==> src/shared/fcs_pkg.sv <==
// Package of constants and types for the flash command sequencer host
package fcs_pkg;
  // ********************
  // Register map
  // ********************
  localparam logic [7:0] REG_CTRL = 8'h00;
  localparam logic [7:0] REG_ADDR = 8'h04;
  localparam logic [7:0] REG_WDATA = 8'h08;
  localparam logic [7:0] REG_STATUS = 8'h0C;
  localparam logic [7:0] REG_RDATA = 8'h10;
  localparam int CTRL_START = 0;
  localparam int CTRL_OP_LO = 1;
  localparam int CTRL_VPP = 8;
  localparam int CTRL_IDV = 9;
  localparam int STAT_BUSY = 0;
  localparam int STAT_ERR = 1;
  localparam int STAT_OK = 2;
  localparam int STAT_SUPPLY = 3;
  localparam int ADDR_W = 17;
  // ********************
  // Command bytes
  // ********************
  localparam logic [7:0] CMD_READ = 8'h00;
  localparam logic [7:0] CMD_IDENT = 8'h90;
  localparam logic [7:0] CMD_ERASE = 8'h20;
  localparam logic [7:0] CMD_ERASE_CHK = 8'hA0;
  localparam logic [7:0] CMD_PROG = 8'h40;
  localparam logic [7:0] CMD_PROG_CHK = 8'hC0;
  localparam logic [7:0] CMD_RESET = 8'hFF;
  localparam logic [7:0] ERASED_BYTE = 8'hFF;
  localparam logic [ADDR_W-1:0] LOC_MAKER = 17'h00000;
  localparam logic [ADDR_W-1:0] LOC_PART = 17'h00001;
  // ********************
  // Timing
  // ********************
  localparam int CLK_MHZ = 10;
  localparam int PROG_PULSE_US = 10;
  localparam int ERASE_PULSE_MS = 10;
  localparam int WE_PULSE_NS = 100;
  localparam int SETUP_NS = 100;
  localparam int HOLD_NS = 100;
  localparam int ACCESS_NS = 200;
  localparam int PROG_PULSE_CYC = PROG_PULSE_US * CLK_MHZ;
  localparam int ERASE_PULSE_CYC = ERASE_PULSE_MS * 1000 * CLK_MHZ;
  localparam int WE_PULSE_CYC = (WE_PULSE_NS * CLK_MHZ + 999) / 1000;
  localparam int SETUP_CYC = (SETUP_NS * CLK_MHZ + 999) / 1000;
  localparam int HOLD_CYC = (HOLD_NS * CLK_MHZ + 999) / 1000;
  localparam int ACCESS_CYC = (ACCESS_NS * CLK_MHZ + 999) / 1000;
  localparam int SYNC_CYC = 2;
  // ********************
  // Types
  // ********************
  typedef enum logic [2:0] {
    OP_CMD, OP_READ, OP_READ_ARRAY, OP_IDENT, OP_PROGRAM, OP_ERASE, OP_RESET
  } fcs_op_t;
  typedef enum logic [1:0] {K_WR, K_RD, K_WAIT, K_END} fcs_kind_t;
endpackage

==> src/shared/fcs_cyc_if.sv <==
// Interface carrying one flash bus cycle request between sequencer and engine
`timescale 1ns/1ps
interface fcs_cyc_if;
  logic req;
  logic wr;
  logic [16:0] addr;
  logic [7:0] wdata;
  logic done;
  logic [7:0] rdata;
  modport seq (output req, output wr, output addr, output wdata, input done, input rdata);
  modport eng (input req, input wr, input addr, input wdata, output done, output rdata);
endinterface

==> src/rtl/fcs_cycle_engine.sv <==
// Engine that runs one read or write cycle on the flash pins
`timescale 1ns/1ps
module fcs_cycle_engine import fcs_pkg::*; (
  input wire logic clk_sys,
  input wire logic rst,
  fcs_cyc_if.eng cyc,
  output logic ce_n,
  output logic oe_n,
  output logic we_n,
  output logic [ADDR_W-1:0] addr,
  output logic [7:0] dq_out,
  output logic dq_oe_n,
  input wire logic [7:0] dq_in
);
  typedef enum logic [1:0] {E_IDLE, E_SETUP, E_STROBE, E_RECOVER} fcs_eng_t;
  fcs_eng_t state;
  logic [7:0] cnt;
  logic [7:0] dq_s1;
  logic [7:0] dq_s2;

  // ********************
  // Pin input synchroniser
  // ********************
  always_ff @(posedge clk_sys or posedge rst) begin
    if (rst) begin
      dq_s1 <= 8'h00;
      dq_s2 <= 8'h00;
    end else begin
      dq_s1 <= dq_in;
      dq_s2 <= dq_s1;
    end
  end

  // ********************
  // Cycle sequencing
  // ********************
  always_ff @(posedge clk_sys or posedge rst) begin
    if (rst) begin
      state <= E_IDLE;
      cnt <= 8'h00;
      ce_n <= 1'b1;
      oe_n <= 1'b1;
      we_n <= 1'b1;
      addr <= '0;
      dq_out <= 8'h00;
      dq_oe_n <= 1'b1;
      cyc.done <= 1'b0;
      cyc.rdata <= 8'h00;
    end else begin
      cyc.done <= 1'b0;
      case (state)
        E_IDLE: begin
          if (cyc.req && !cyc.done) begin
            ce_n <= 1'b0;
            addr <= cyc.addr;
            oe_n <= cyc.wr;
            dq_oe_n <= !cyc.wr;
            dq_out <= cyc.wdata;
            cnt <= cyc.wr ? 8'(SETUP_CYC) : 8'(ACCESS_CYC + SYNC_CYC);
            state <= E_SETUP;
          end
        end
        E_SETUP: begin
          if (cnt > 8'h01) begin
            cnt <= cnt - 8'h01;
          end else if (cyc.wr) begin
            we_n <= 1'b0;
            cnt <= 8'(WE_PULSE_CYC);
            state <= E_STROBE;
          end else begin
            // Data sampled after the two-stage synchroniser has settled
            cyc.rdata <= dq_s2;
            oe_n <= 1'b1;
            ce_n <= 1'b1;
            cyc.done <= 1'b1;
            state <= E_IDLE;
          end
        end
        E_STROBE: begin
          if (cnt > 8'h01) begin
            cnt <= cnt - 8'h01;
          end else begin
            we_n <= 1'b1;
            cnt <= 8'(HOLD_CYC);
            state <= E_RECOVER;
          end
        end
        E_RECOVER: begin
          if (cnt > 8'h01) begin
            cnt <= cnt - 8'h01;
          end else begin
            dq_oe_n <= 1'b1;
            ce_n <= 1'b1;
            cyc.done <= 1'b1;
            state <= E_IDLE;
          end
        end
        default: state <= E_IDLE;
      endcase
    end
  end
endmodule

==> src/rtl/fcs_host_ctrl.sv <==
// Host controller that drives a parallel flash through its command latch
`timescale 1ns/1ps
module fcs_host_ctrl import fcs_pkg::*; #(
  parameter int ERASE_CYC = ERASE_PULSE_CYC,
  parameter int PROG_CYC = PROG_PULSE_CYC
) (
  input wire logic clk_sys,
  input wire logic rst_n,
  input wire logic psel,
  input wire logic penable,
  input wire logic pwrite,
  input wire logic [7:0] paddr,
  input wire logic [31:0] pwdata,
  output logic [31:0] prdata,
  output logic pready,
  output logic pslverr,
  output logic flash_ce_n,
  output logic flash_oe_n,
  output logic flash_we_n,
  output logic [ADDR_W-1:0] flash_addr,
  output logic [7:0] flash_dq_out,
  output logic flash_dq_oe_n,
  input wire logic [7:0] flash_dq_in,
  output logic program_supply_high,
  output logic identify_high_voltage,
  input wire logic supply_above_lockout
);
  typedef enum logic [1:0] {S_IDLE, S_STEP, S_BUS, S_HOLD} fcs_seq_t;

  logic rst_s1;
  logic rst_s2;
  logic rst;
  logic sup_s1;
  logic sup_ok;
  fcs_seq_t state;
  fcs_op_t op;
  logic [2:0] idx;
  logic [ADDR_W-1:0] addr_reg;
  logic [7:0] wdata_reg;
  logic [15:0] rdata_reg;
  logic rd_slot;
  logic vpp_en;
  logic idv_en;
  logic err;
  logic ok;
  logic [31:0] timer;
  logic wr_acc;
  logic rd_setup;
  logic hit;
  logic start;
  logic refuse;
  logic rd_done;
  fcs_kind_t kind;
  fcs_cyc_if cyc ();

  // ********************
  // Reset and pin synchronisers
  // ********************
  always_ff @(posedge clk_sys or negedge rst_n) begin
    if (!rst_n) begin
      rst_s1 <= 1'b0;
      rst_s2 <= 1'b0;
    end else begin
      rst_s1 <= 1'b1;
      rst_s2 <= rst_s1;
    end
  end
  assign rst = !rst_s2;

  always_ff @(posedge clk_sys or posedge rst) begin
    if (rst) begin
      sup_s1 <= 1'b0;
      sup_ok <= 1'b0;
    end else begin
      sup_s1 <= supply_above_lockout;
      sup_ok <= sup_s1;
    end
  end

  // ********************
  // Step tables
  // ********************
  function automatic fcs_kind_t step_kind(input fcs_op_t o, input logic [2:0] i);
    step_kind = K_END;
    case (o)
      OP_CMD: step_kind = (i == 3'd0) ? K_WR : K_END;
      OP_READ: step_kind = (i == 3'd0) ? K_RD : K_END;
      OP_READ_ARRAY: step_kind = (i == 3'd0) ? K_WR : (i == 3'd1) ? K_RD : K_END;
      OP_IDENT: step_kind = (i == 3'd0) ? K_WR : (i <= 3'd2) ? K_RD : K_END;
      OP_PROGRAM, OP_ERASE: begin
        case (i)
          3'd0, 3'd1, 3'd3: step_kind = K_WR;
          3'd2: step_kind = K_WAIT;
          3'd4: step_kind = K_RD;
          default: step_kind = K_END;
        endcase
      end
      OP_RESET: step_kind = (i <= 3'd1) ? K_WR : K_END;
      default: step_kind = K_END;
    endcase
  endfunction

  function automatic logic [7:0] step_byte(input fcs_op_t o, input logic [2:0] i,
                                           input logic [7:0] d);
    step_byte = CMD_READ;
    case (o)
      OP_CMD: step_byte = d;
      OP_IDENT: step_byte = CMD_IDENT;
      OP_PROGRAM: step_byte = (i == 3'd0) ? CMD_PROG : (i == 3'd1) ? d : CMD_PROG_CHK;
      OP_ERASE: step_byte = (i == 3'd3) ? CMD_ERASE_CHK : CMD_ERASE;
      OP_RESET: step_byte = CMD_RESET;
      default: step_byte = CMD_READ;
    endcase
  endfunction

  function automatic logic [ADDR_W-1:0] step_addr(input fcs_op_t o, input logic [2:0] i,
                                                  input logic [ADDR_W-1:0] a);
    step_addr = '0;
    case (o)
      OP_CMD, OP_READ, OP_READ_ARRAY: step_addr = a;
      OP_IDENT: step_addr = (i == 3'd2) ? LOC_PART : LOC_MAKER;
      OP_PROGRAM: step_addr = (i == 3'd1 || i == 3'd4) ? a : '0;
      OP_ERASE: step_addr = (i >= 3'd3) ? a : '0;
      default: step_addr = '0;
    endcase
  endfunction

  assign kind = step_kind(op, idx);

  // ********************
  // APB slave
  // ********************
  assign pready = 1'b1;
  assign wr_acc = psel && penable && pwrite;
  assign rd_setup = psel && !penable && !pwrite;
  assign hit = (paddr == REG_CTRL) || (paddr == REG_ADDR) || (paddr == REG_WDATA) ||
               (paddr == REG_STATUS) || (paddr == REG_RDATA);
  assign pslverr = psel && penable && !hit;

  always_ff @(posedge clk_sys or posedge rst) begin
    if (rst) begin
      prdata <= 32'h00000000;
    end else if (rd_setup) begin
      case (paddr)
        REG_CTRL: prdata <= {22'h000000, idv_en, vpp_en, 4'h0, op, 1'b0};
        REG_ADDR: prdata <= {15'h0000, addr_reg};
        REG_WDATA: prdata <= {24'h000000, wdata_reg};
        REG_STATUS: prdata <= {28'h0000000, sup_ok, ok, err, state != S_IDLE};
        REG_RDATA: prdata <= {16'h0000, rdata_reg};
        default: prdata <= 32'h00000000;
      endcase
    end
  end

  always_ff @(posedge clk_sys or posedge rst) begin
    if (rst) begin
      addr_reg <= '0;
      wdata_reg <= 8'h00;
      vpp_en <= 1'b0;
      idv_en <= 1'b0;
    end else if (wr_acc && state == S_IDLE) begin
      // Settings frozen while a sequence runs so it sees one consistent set
      if (paddr == REG_ADDR) begin
        addr_reg <= pwdata[ADDR_W-1:0];
      end
      if (paddr == REG_WDATA) begin
        wdata_reg <= pwdata[7:0];
      end
      if (paddr == REG_CTRL) begin
        vpp_en <= pwdata[CTRL_VPP];
        idv_en <= pwdata[CTRL_IDV];
      end
    end
  end

  assign program_supply_high = vpp_en;
  assign identify_high_voltage = idv_en;

  // ********************
  // Sequencer
  // ********************
  always_ff @(posedge clk_sys or posedge rst) begin
    if (rst) begin
      state <= S_IDLE;
      op <= OP_READ;
      idx <= 3'd0;
      timer <= 32'h00000000;
      cyc.req <= 1'b0;
      cyc.wr <= 1'b0;
      cyc.addr <= '0;
      cyc.wdata <= 8'h00;
    end else begin
      case (state)
        S_IDLE: begin
          if (start) begin
            op <= fcs_op_t'(pwdata[CTRL_OP_LO+2:CTRL_OP_LO]);
            idx <= 3'd0;
            state <= S_STEP;
          end
        end
        S_STEP: begin
          case (kind)
            K_WR: begin
              if (refuse) begin
                state <= S_IDLE;
              end else begin
                cyc.req <= 1'b1;
                cyc.wr <= 1'b1;
                cyc.addr <= step_addr(op, idx, addr_reg);
                cyc.wdata <= step_byte(op, idx, wdata_reg);
                state <= S_BUS;
              end
            end
            K_RD: begin
              cyc.req <= 1'b1;
              cyc.wr <= 1'b0;
              cyc.addr <= step_addr(op, idx, addr_reg);
              state <= S_BUS;
            end
            K_WAIT: begin
              // Pulse length is a floor; the verify write that follows ends it
              timer <= (op == OP_ERASE) ? 32'(ERASE_CYC) : 32'(PROG_CYC);
              state <= S_HOLD;
            end
            default: state <= S_IDLE;
          endcase
        end
        S_BUS: begin
          if (cyc.done) begin
            cyc.req <= 1'b0;
            idx <= idx + 3'd1;
            state <= S_STEP;
          end
        end
        S_HOLD: begin
          if (timer > 32'h00000001) begin
            timer <= timer - 32'h00000001;
          end else begin
            idx <= idx + 3'd1;
            state <= S_STEP;
          end
        end
        default: state <= S_IDLE;
      endcase
    end
  end

  // ********************
  // Status flags and read capture
  // ********************
  assign start = (state == S_IDLE) && wr_acc && (paddr == REG_CTRL) && pwdata[CTRL_START];
  // Checked on every write step, so a supply dip mid-sequence stops it
  assign refuse = (state == S_STEP) && (kind == K_WR) && (!vpp_en || !sup_ok);
  assign rd_done = (state == S_BUS) && cyc.done && !cyc.wr;

  always_ff @(posedge clk_sys or posedge rst) begin
    if (rst) begin
      err <= 1'b0;
    end else if (start) begin
      err <= 1'b0;
    end else if (refuse) begin
      err <= 1'b1;
    end
  end

  always_ff @(posedge clk_sys or posedge rst) begin
    if (rst) begin
      rd_slot <= 1'b0;
      rdata_reg <= 16'h0000;
      ok <= 1'b0;
    end else if (start) begin
      rd_slot <= 1'b0;
      ok <= 1'b0;
    end else if (rd_done) begin
      // Second read of a pair lands in the upper byte
      rd_slot <= 1'b1;
      if (rd_slot) begin
        rdata_reg[15:8] <= cyc.rdata;
      end else begin
        rdata_reg <= {8'h00, cyc.rdata};
      end
      if (op == OP_PROGRAM) begin
        ok <= (cyc.rdata == wdata_reg);
      end else if (op == OP_ERASE) begin
        ok <= (cyc.rdata == ERASED_BYTE);
      end
    end
  end

  // ********************
  // Pin engine
  // ********************
  fcs_cycle_engine u_engine (
    .clk_sys(clk_sys),
    .rst(rst),
    .cyc(cyc.eng),
    .ce_n(flash_ce_n),
    .oe_n(flash_oe_n),
    .we_n(flash_we_n),
    .addr(flash_addr),
    .dq_out(flash_dq_out),
    .dq_oe_n(flash_dq_oe_n),
    .dq_in(flash_dq_in)
  );
endmodule

==> config.mk <==
export PLATFORM = sky130hd
export DESIGN_NAME = fcs_host_ctrl
export DESIGN_NICKNAME = d
export VERILOG_FILES = /design/src/shared/fcs_pkg.sv /design/src/shared/fcs_cyc_if.sv /design/src/rtl/fcs_cycle_engine.sv /design/src/rtl/fcs_host_ctrl.sv
export SDC_FILE = /design/constraint.sdc
export NUM_CORES = 1
export LEC_CHECK = 0
export ABC_AREA = 1
export BUFFER_PORTS_ARGS = -buffer_cell sky130_fd_sc_hd__buf_2
export CAP_MARGIN = 20
export CORE_MARGIN = 4
export CORE_UTILIZATION = 50
export DETAILED_ROUTE_END_ITERATION = 12
export PLACE_DENSITY = 0.76
export SETUP_SLACK_MARGIN = 0.3
export SYNTH_ARGS = -nofsm -noshare
export SYNTH_HDL_FRONTEND = slang
export SYNTH_SLANG_ARGS = --single-unit
==> constraint.sdc <==
create_clock -name clk_sys -period 7.5 [get_ports clk_sys]
set_clock_uncertainty 0.05 [all_clocks]
set_input_delay 0 -clock clk_sys [delete_from_list [all_inputs] [get_ports clk_sys]]
set_output_delay 0 -clock clk_sys [all_outputs]
set_load 0.05 [all_outputs]
# ---- Word level (Yosys, flattened, before mapping)
# Index checks and enable logic that the tools add are counted.
# W data, S select, Z words.
dict set report op_classes {
  n_eq_ne 40
  add_sub_neg 3
  n_lt_le_gt_ge 5
  n_bitwise 5
  div 0
  n_mul 0
  shift 0
  reduce_logical 68
  n_mux 77
}
# operator n
set ops {}
lappend ops {{$pmux W17 S5} 1}
lappend ops {{$mux W8} 9}
lappend ops {{$mux W17} 4}
lappend ops {{$pmux W17 S4} 1}
lappend ops {{$mux W32} 2}
lappend ops {{$pmux W32 S2} 1}
lappend ops {{$pmux W8 S5} 1}
lappend ops {{$pmux W17 S2} 1}
lappend ops {{$gt A32 B1 Y1 const B} 1}
lappend ops {{$mux W2} 16}
lappend ops {{$pmux W8 S4} 1}
lappend ops {{$sub A32 B1 Y32 const B} 1}
lappend ops {{$reduce_and A3 Y1} 8}
lappend ops {{$mux W1} 22}
lappend ops {{$reduce_and A4 Y1} 5}
lappend ops {{$ne A2 B2 Y1 const B} 9}
lappend ops {{$reduce_bool A2 Y1} 9}
lappend ops {{$eq A8 B4 Y1 const B} 2}
lappend ops {{$pmux W2 S4} 2}
lappend ops {{$pmux W1 S2} 7}
lappend ops {{$reduce_and A2 Y1} 7}
lappend ops {{$logic_and A1 B1 Y1} 13}
lappend ops {{$eq A3 B2 Y1 const B} 4}
lappend ops {{$eq A3 B3 Y1 const B} 4}
lappend ops {{32 further kinds} 67}
dict set report word_totals {
  latchBits 0
  romBits 0
  n_memories 0
  ram_bits 0
  ff_bits 213
  word_cells 232
}

# ---- Logic depth before layout (Yosys ltp)
dict set report logic_depth {
  ltp_word 10
  depth_mapped 18
  depth_no_buf 17
}

# ---- Hierarchy
# From an unflattened synthesis, not the netlist that was laid out.
dict set report hier_totals {
  cells_unflattened 1265
  area_unflattened_um2 10271.1
}
# mod cells_each seq_area_each_um2 instances area_per_inst_um2
set modules_own_cells {}
lappend modules_own_cells {fcs_host_ctrl 1011 3354.5 1 7489.7}
lappend modules_own_cells {fcs_cycle_engine 254 1606.5 1 2781.4}

# ---- Least setup slack after synthesis
# No wires, ideal clock.
dict set report synth_timing {
  kind {flip-flop to flip-flop}
  start {reg idx[0]}
  end {reg cyc.addr[10]}
  path_stages_with_launch 16
  t_arrival_ns 2.522
  synth_period_minus_slack_ns 2.655
  path_slack_ns 4.845
  path_buffers 1
  setup_time_ns 0.083
  t_required_ns 7.367
  path_cell_list {dfrtp_1 > inv_1 > ha_1 > nand2_1 > nand2_1 > nor3_1 > nor3b_1 > o21ai_0 > inv_1 > ha_1 > nand3_1 > nand2_1 > a21oi_2 > buf_2 > nand3_1 > o21ai_0}
}
dict set report synth_between {
  elab_chain_cells 9
}
# element line
set synth_lines {}
lappend synth_lines {{start, declared} fcs_host_ctrl.sv:37} ;# logic [2:0] idx;
lappend synth_lines {{start signal, assigned} fcs_host_ctrl.sv:231} ;# idx <= idx + 3'd1;
lappend synth_lines {{start signal, assigned} fcs_host_ctrl.sv:239} ;# idx <= idx + 3'd1;
lappend synth_lines {{$le A3 B2 Y1 (tied with other cells)} fcs_host_ctrl.sv:89} ;# OP_IDENT: step_kind = (i == 3'd0) ? K_WR : (i <= 3'd2) ? K_RD : K_END;
lappend synth_lines {{$mux W2 (tied with other cells) (2 in series)} fcs_host_ctrl.sv:89}
lappend synth_lines {{$pmux W2 S6} fcs_host_ctrl.sv:85} ;# case (o)
lappend synth_lines {{$logic_not A2 Y1} {fcs_host_ctrl.sv:202, fcs_host_ctrl.sv:253}}
lappend synth_lines {{$logic_and A1 B1 Y1 (2 in series)} fcs_host_ctrl.sv:253} ;# assign refuse = (state == S_STEP) && (kind == K_WR) && (!vpp_en || !sup_ok);
lappend synth_lines {{$ne A2 B2 Y1 (no line)} --}
lappend synth_lines {{$reduce_and A3 Y1 (no line)} --}
lappend synth_lines {{end signal, assigned} fcs_host_ctrl.sv:209} ;# cyc.addr <= step_addr(op, idx, addr_reg);
lappend synth_lines {{end signal, assigned} fcs_host_ctrl.sv:217} ;# cyc.addr <= step_addr(op, idx, addr_reg);
lappend synth_lines {{end, declared} fcs_cyc_if.sv:6} ;# logic [16:0] addr;
# Parallel ways exist; a longest one is shown, timed or not. The select of a mux whose other input is x is not followed.
# A chain may end at the register's enable or synchronous reset.

# ---- Final worst setup path
dict set report layout_timing {
  start {reg idx[0]}
  end {reg cyc.addr[2]}
}
# The elaborated chain is that of the path after synthesis.

==> impl_results.rst <==
.. list-table::
   :header-rows: 1

   * - Metric
     - Value
   * - Met3 demand-to-capacity share in global routing
     - 3.97%
   * - Core Region
     - just under 0.02 sq mm
   * - Cell count after placement
     - 1644
   * - Post-route worst setup slack
     - between 4 and 5 ns
   * - Number of synthesized register bits
     - 198
   * - Areal power density over the cells
     - ~360 mW/mm^2
   * - Via count
     - approximately 8700
   * - Clock input transition at the sequential cells of the worst setup and hold paths
     - about 0.08 ns
   * - Number of flip-flops under the largest register name
     - 32
   * - Placer Congestion
     - 0.958
   * - Drt drc
     - 0
   * - Width of the chip
     - about 150 um
   * - Share of Yosys cell area claimed by the top area cell type
     - between 40% and 50%
   * - Setup TNS
     - 0 ns
   * - Setup repair after global routing missed its margin
     - no
   * - Number of instances resized during post-cts repair
     - 0
   * - Count of TritonRoute iterations in the first routing pass
     - 5
   * - Fin. Hold Viols
     - 0
   * - Critical Path End Type
     - register
   * - Number of enable-type register cells in the synthesized netlist
     - 0
   * - GR Layer Usage met2
     - 34.4%
   * - Register bank with the most flops
     - timer
   * - Placed Area
     - between 0.01 and 0.015 sq mm
   * - Total inserted antenna cells
     - 0
   * - Data arrival time of the worst path
     - ~3.7 ns
   * - Clock tree from TritonCTS
     - yes
   * - Max cap viols
     - 0
   * - Die Ht
     - between 150 and 200 um
   * - Leading post-synthesis cells by cell area
     - dfrtp_1 (48%), nand2_1 (15%), o21ai_0 (6.0%)
   * - Number of unique standard cell types used by synthesis
     - between 40 and 50
   * - Drt initial violations
     - 657
   * - Detail-routed via count per cell
     - approximately 5
   * - # nets final
     - around 1500
   * - Hold crit path type
     - in2reg
   * - Commonest cells post-synth
     - nand2_1 (402), dfrtp_1 (193), nor2_1 (158)
   * - Leakage power
     - 6.09 nW
   * - Pin count of the biggest net entering global routing
     - 68
   * - Fraction of the yosys area taken by sequential cells
     - between 40% and 50%
   * - ANT nets after route
     - 0
   * - Layout area overhead
     - 14.4%
   * - Cell at the root of the clock tree
     - clkbuf_16
   * - Multi-input gate area
     - 0.00439 sq mm
   * - Global-route track usage on met1
     - approximately 32%
   * - Ports placed on the boundary
     - 119
   * - Deepest level of the CTS H-tree
     - 4
   * - Run status
     - finished, final reports clean
   * - Sum of overflow across all layers after global routing
     - 0
   * - Critical path fanouts, max
     - 18
   * - Clock Tree Buf Depth
     - 2
   * - Number of standard cells after synthesis
     - around 1300
   * - Number of inserted filler cells in the final layout
     - 1753
   * - Initial core utilization
     - 51.5%
   * - Finish-stage setup viols
     - 0
   * - Worst voltage drop across the vdd grid
     - around 0.28 mV
   * - Highest Clock Rate
     - 0.295 GHz
   * - Total routing usage reported by global routing
     - 22.1%
   * - Post-placement worst setup slack
     - 4.14 ns
   * - Clock buffer count from CTS
     - 17
   * - Number of input and output port buffers inserted
     - 87
   * - Worst rel slew slack
     - between 30% and 40%
   * - Worst slew pin tran
     - 0.930 ns
   * - Yosys top cell by area
     - dfrtp_1
   * - Core Rows
     - 51
   * - Number of antenna violations at the first check in global routing
     - 0
   * - Post-route cell area
     - 0.0116 sq mm
   * - Average routed wire per standard cell
     - 14.0 um
   * - HPWL Detailed
     - 17300 um
   * - Die outline area
     - 0.0226 sq mm
   * - Number of non-filler instances in the completed layout
     - about 1700
   * - Most frequent cell after synthesis
     - nand2_1
   * - Global-route wire length before repair
     - 40100 um
   * - Most used routing layer in global routing
     - met2
   * - Shortest clock period the worst path allows after layout
     - 3.39 ns
   * - Share of synthesized registers carrying an async set or reset
     - 100%
   * - Seq. cell area
     - just under 0.005 sq mm
   * - CP required
     - between 7 and 8 ns
   * - Clock Sinks
     - between 150 and 200
   * - Period utilization
     - 45.2%
   * - Ys Warns
     - 0
   * - Share of cells above drive strength 1
     - 11.3%
   * - Number of pins exceeding their max-slew limit in the final report
     - 0
   * - Setup CP Type
     - reg2reg
   * - Source-to-sink clock delay at the later pin of the worst-skew pair
     - 0.43 ns
   * - Cell Area, Synth
     - 0.0102 sq mm
   * - Mean post-synth cell area
     - ~7.7 sq um
   * - Crit start category
     - register
   * - Aggregate routed wire length
     - 23900 um
   * - Via count of the first global-routing pass
     - just over 8000
   * - Commonest register cell after synthesis
     - dfrtp_1
path summary, 6_finish.rpt:
| path | slack, ns | endpoint | start | cells past startpoint |
|---|---|---|---|---|
| min in group asynchronous | 0.36 | rst_s1$_DFF_PN0_ | rst_n | 3 |
| worst min register to register | 0.30 | u_engine.dq_s2[5]$_DFF_PN0_ | u_engine.dq_s1[5]$_DFF_PN0_ | 0 |
| max in group asynchronous | 5.67 | addr_reg[2]$_DFFE_PN0P_ | rst_s2$_DFF_PN0_ | 1 |
| worst max-delay path | 4.11 | cyc.addr[2]$_DFFE_PN0P_ | idx[0]$_DFFE_PN0P_ | 14 |
| worst max register to register | 4.11 | cyc.addr[2]$_DFFE_PN0P_ | idx[0]$_DFFE_PN0P_ | 14 |
| worst min-delay path | 0.04 | prdata[4]$_DFFE_PN0P_ | paddr[2] | 6 |
worst max-delay path: stages (launching register included):
cell and delay, ns:
dfrtp_1 0.45, inv_1 0.13, ha_1 0.25, nand2_1 0.15, nand2_1 0.09, nor3_1 0.18, nor3b_1 0.07, o21ai_0 0.18
inv_1 0.13, ha_1 0.26, nand3_1 0.18, nand2_1 0.20, a21oi_2 0.64, nand3_1 0.19, o21ai_0 0.15
kinds of logic after synthesis:
| logic type | after synthesis | synth area share (%) |
|---|---|---|
| other cells | 2 | 0.0740 |
| mux | 2 | 0.210 |
| compound gates | 195 | 10.6 |
| flops | 198 | 48.9 |
| xor+xnor | 7 | 0.604 |
| buf+inv | 202 | 8.45 |
| simple gates | 692 | 28.5 |
| fa+ha+maj | 22 | 2.71 |
power by group:
group | internal, mW | total, mW | switching, mW
registers | 1.27 | 1.44 | 0.171
logic | 0.539 | 1.83 | 1.29
clock network | 0.441 | 0.878 | 0.437
through the flow:
stage | total power [mW] | hold WS (ns) | util [%]
after floorplan | 2.87 | -0.346 | -
after global placement | 3.22 | -0.260 | 54.5
after detailed placement | 3.27 | -0.261 | 54.5
after CTS | 4.17 | 0.0241 | 58.9
after global routing | 4.51 | 0.0685 | 58.9
final | 4.16 | 0.0414 | 58.9
routing by layer:
metal  part of all wire [%]  up-vias
met5                      0        -
met4                    1.2        0
met3                    6.1       27
met2                     45      248
met1                     47     4062
li1                       -     4375
cell usage in the layout, fill, tap and decap left out, types with 3 or more instances in the layout:
master,n
dfstp_2,5
nor2_1,158
a21oi_1,31
nand2_2,7
nand4_1,17
o21ai_0,122
o21ai_1,3
nand3_1,75
dfrtp_1,192
inv_2,4
nor3_1,12
o22ai_1,7
o21bai_1,11
a21oi_2,3
or2_2,3
nand2_1,402
o211ai_1,9
buf_2,87
clkbuf_16,17
inv_1,149
xor2_1,4
buf_4,5
clkinv_8,3
inv_8,3
dlygate4sd3_1,31
nor3b_1,3
nand2_4,3
nor2_4,5
xnor2_1,3
clkinv_4,3
conb_1,17
ha_1,22
repair_timing:
item / 4_1_cts / 5_1_grt
hold buffers: 31 / 0
setup buffers: 0 / 0
endpoints found under the hold margin: 51 / 0
area by class of cell:
| class | count | area share (%) |
|---|---|---|
| inverters | 154 | 4.98 |
| clock buffers | 18 | 3.69 |
| multi-input cells | 935 | 37.8 |
| flip-flops and latches | 198 | 42.7 |
| clock inverters | 13 | 1.22 |
| repair buffers | 123 | 6.74 |
| well taps | 265 | 2.85 |
(Power assumes the default switching activity.)
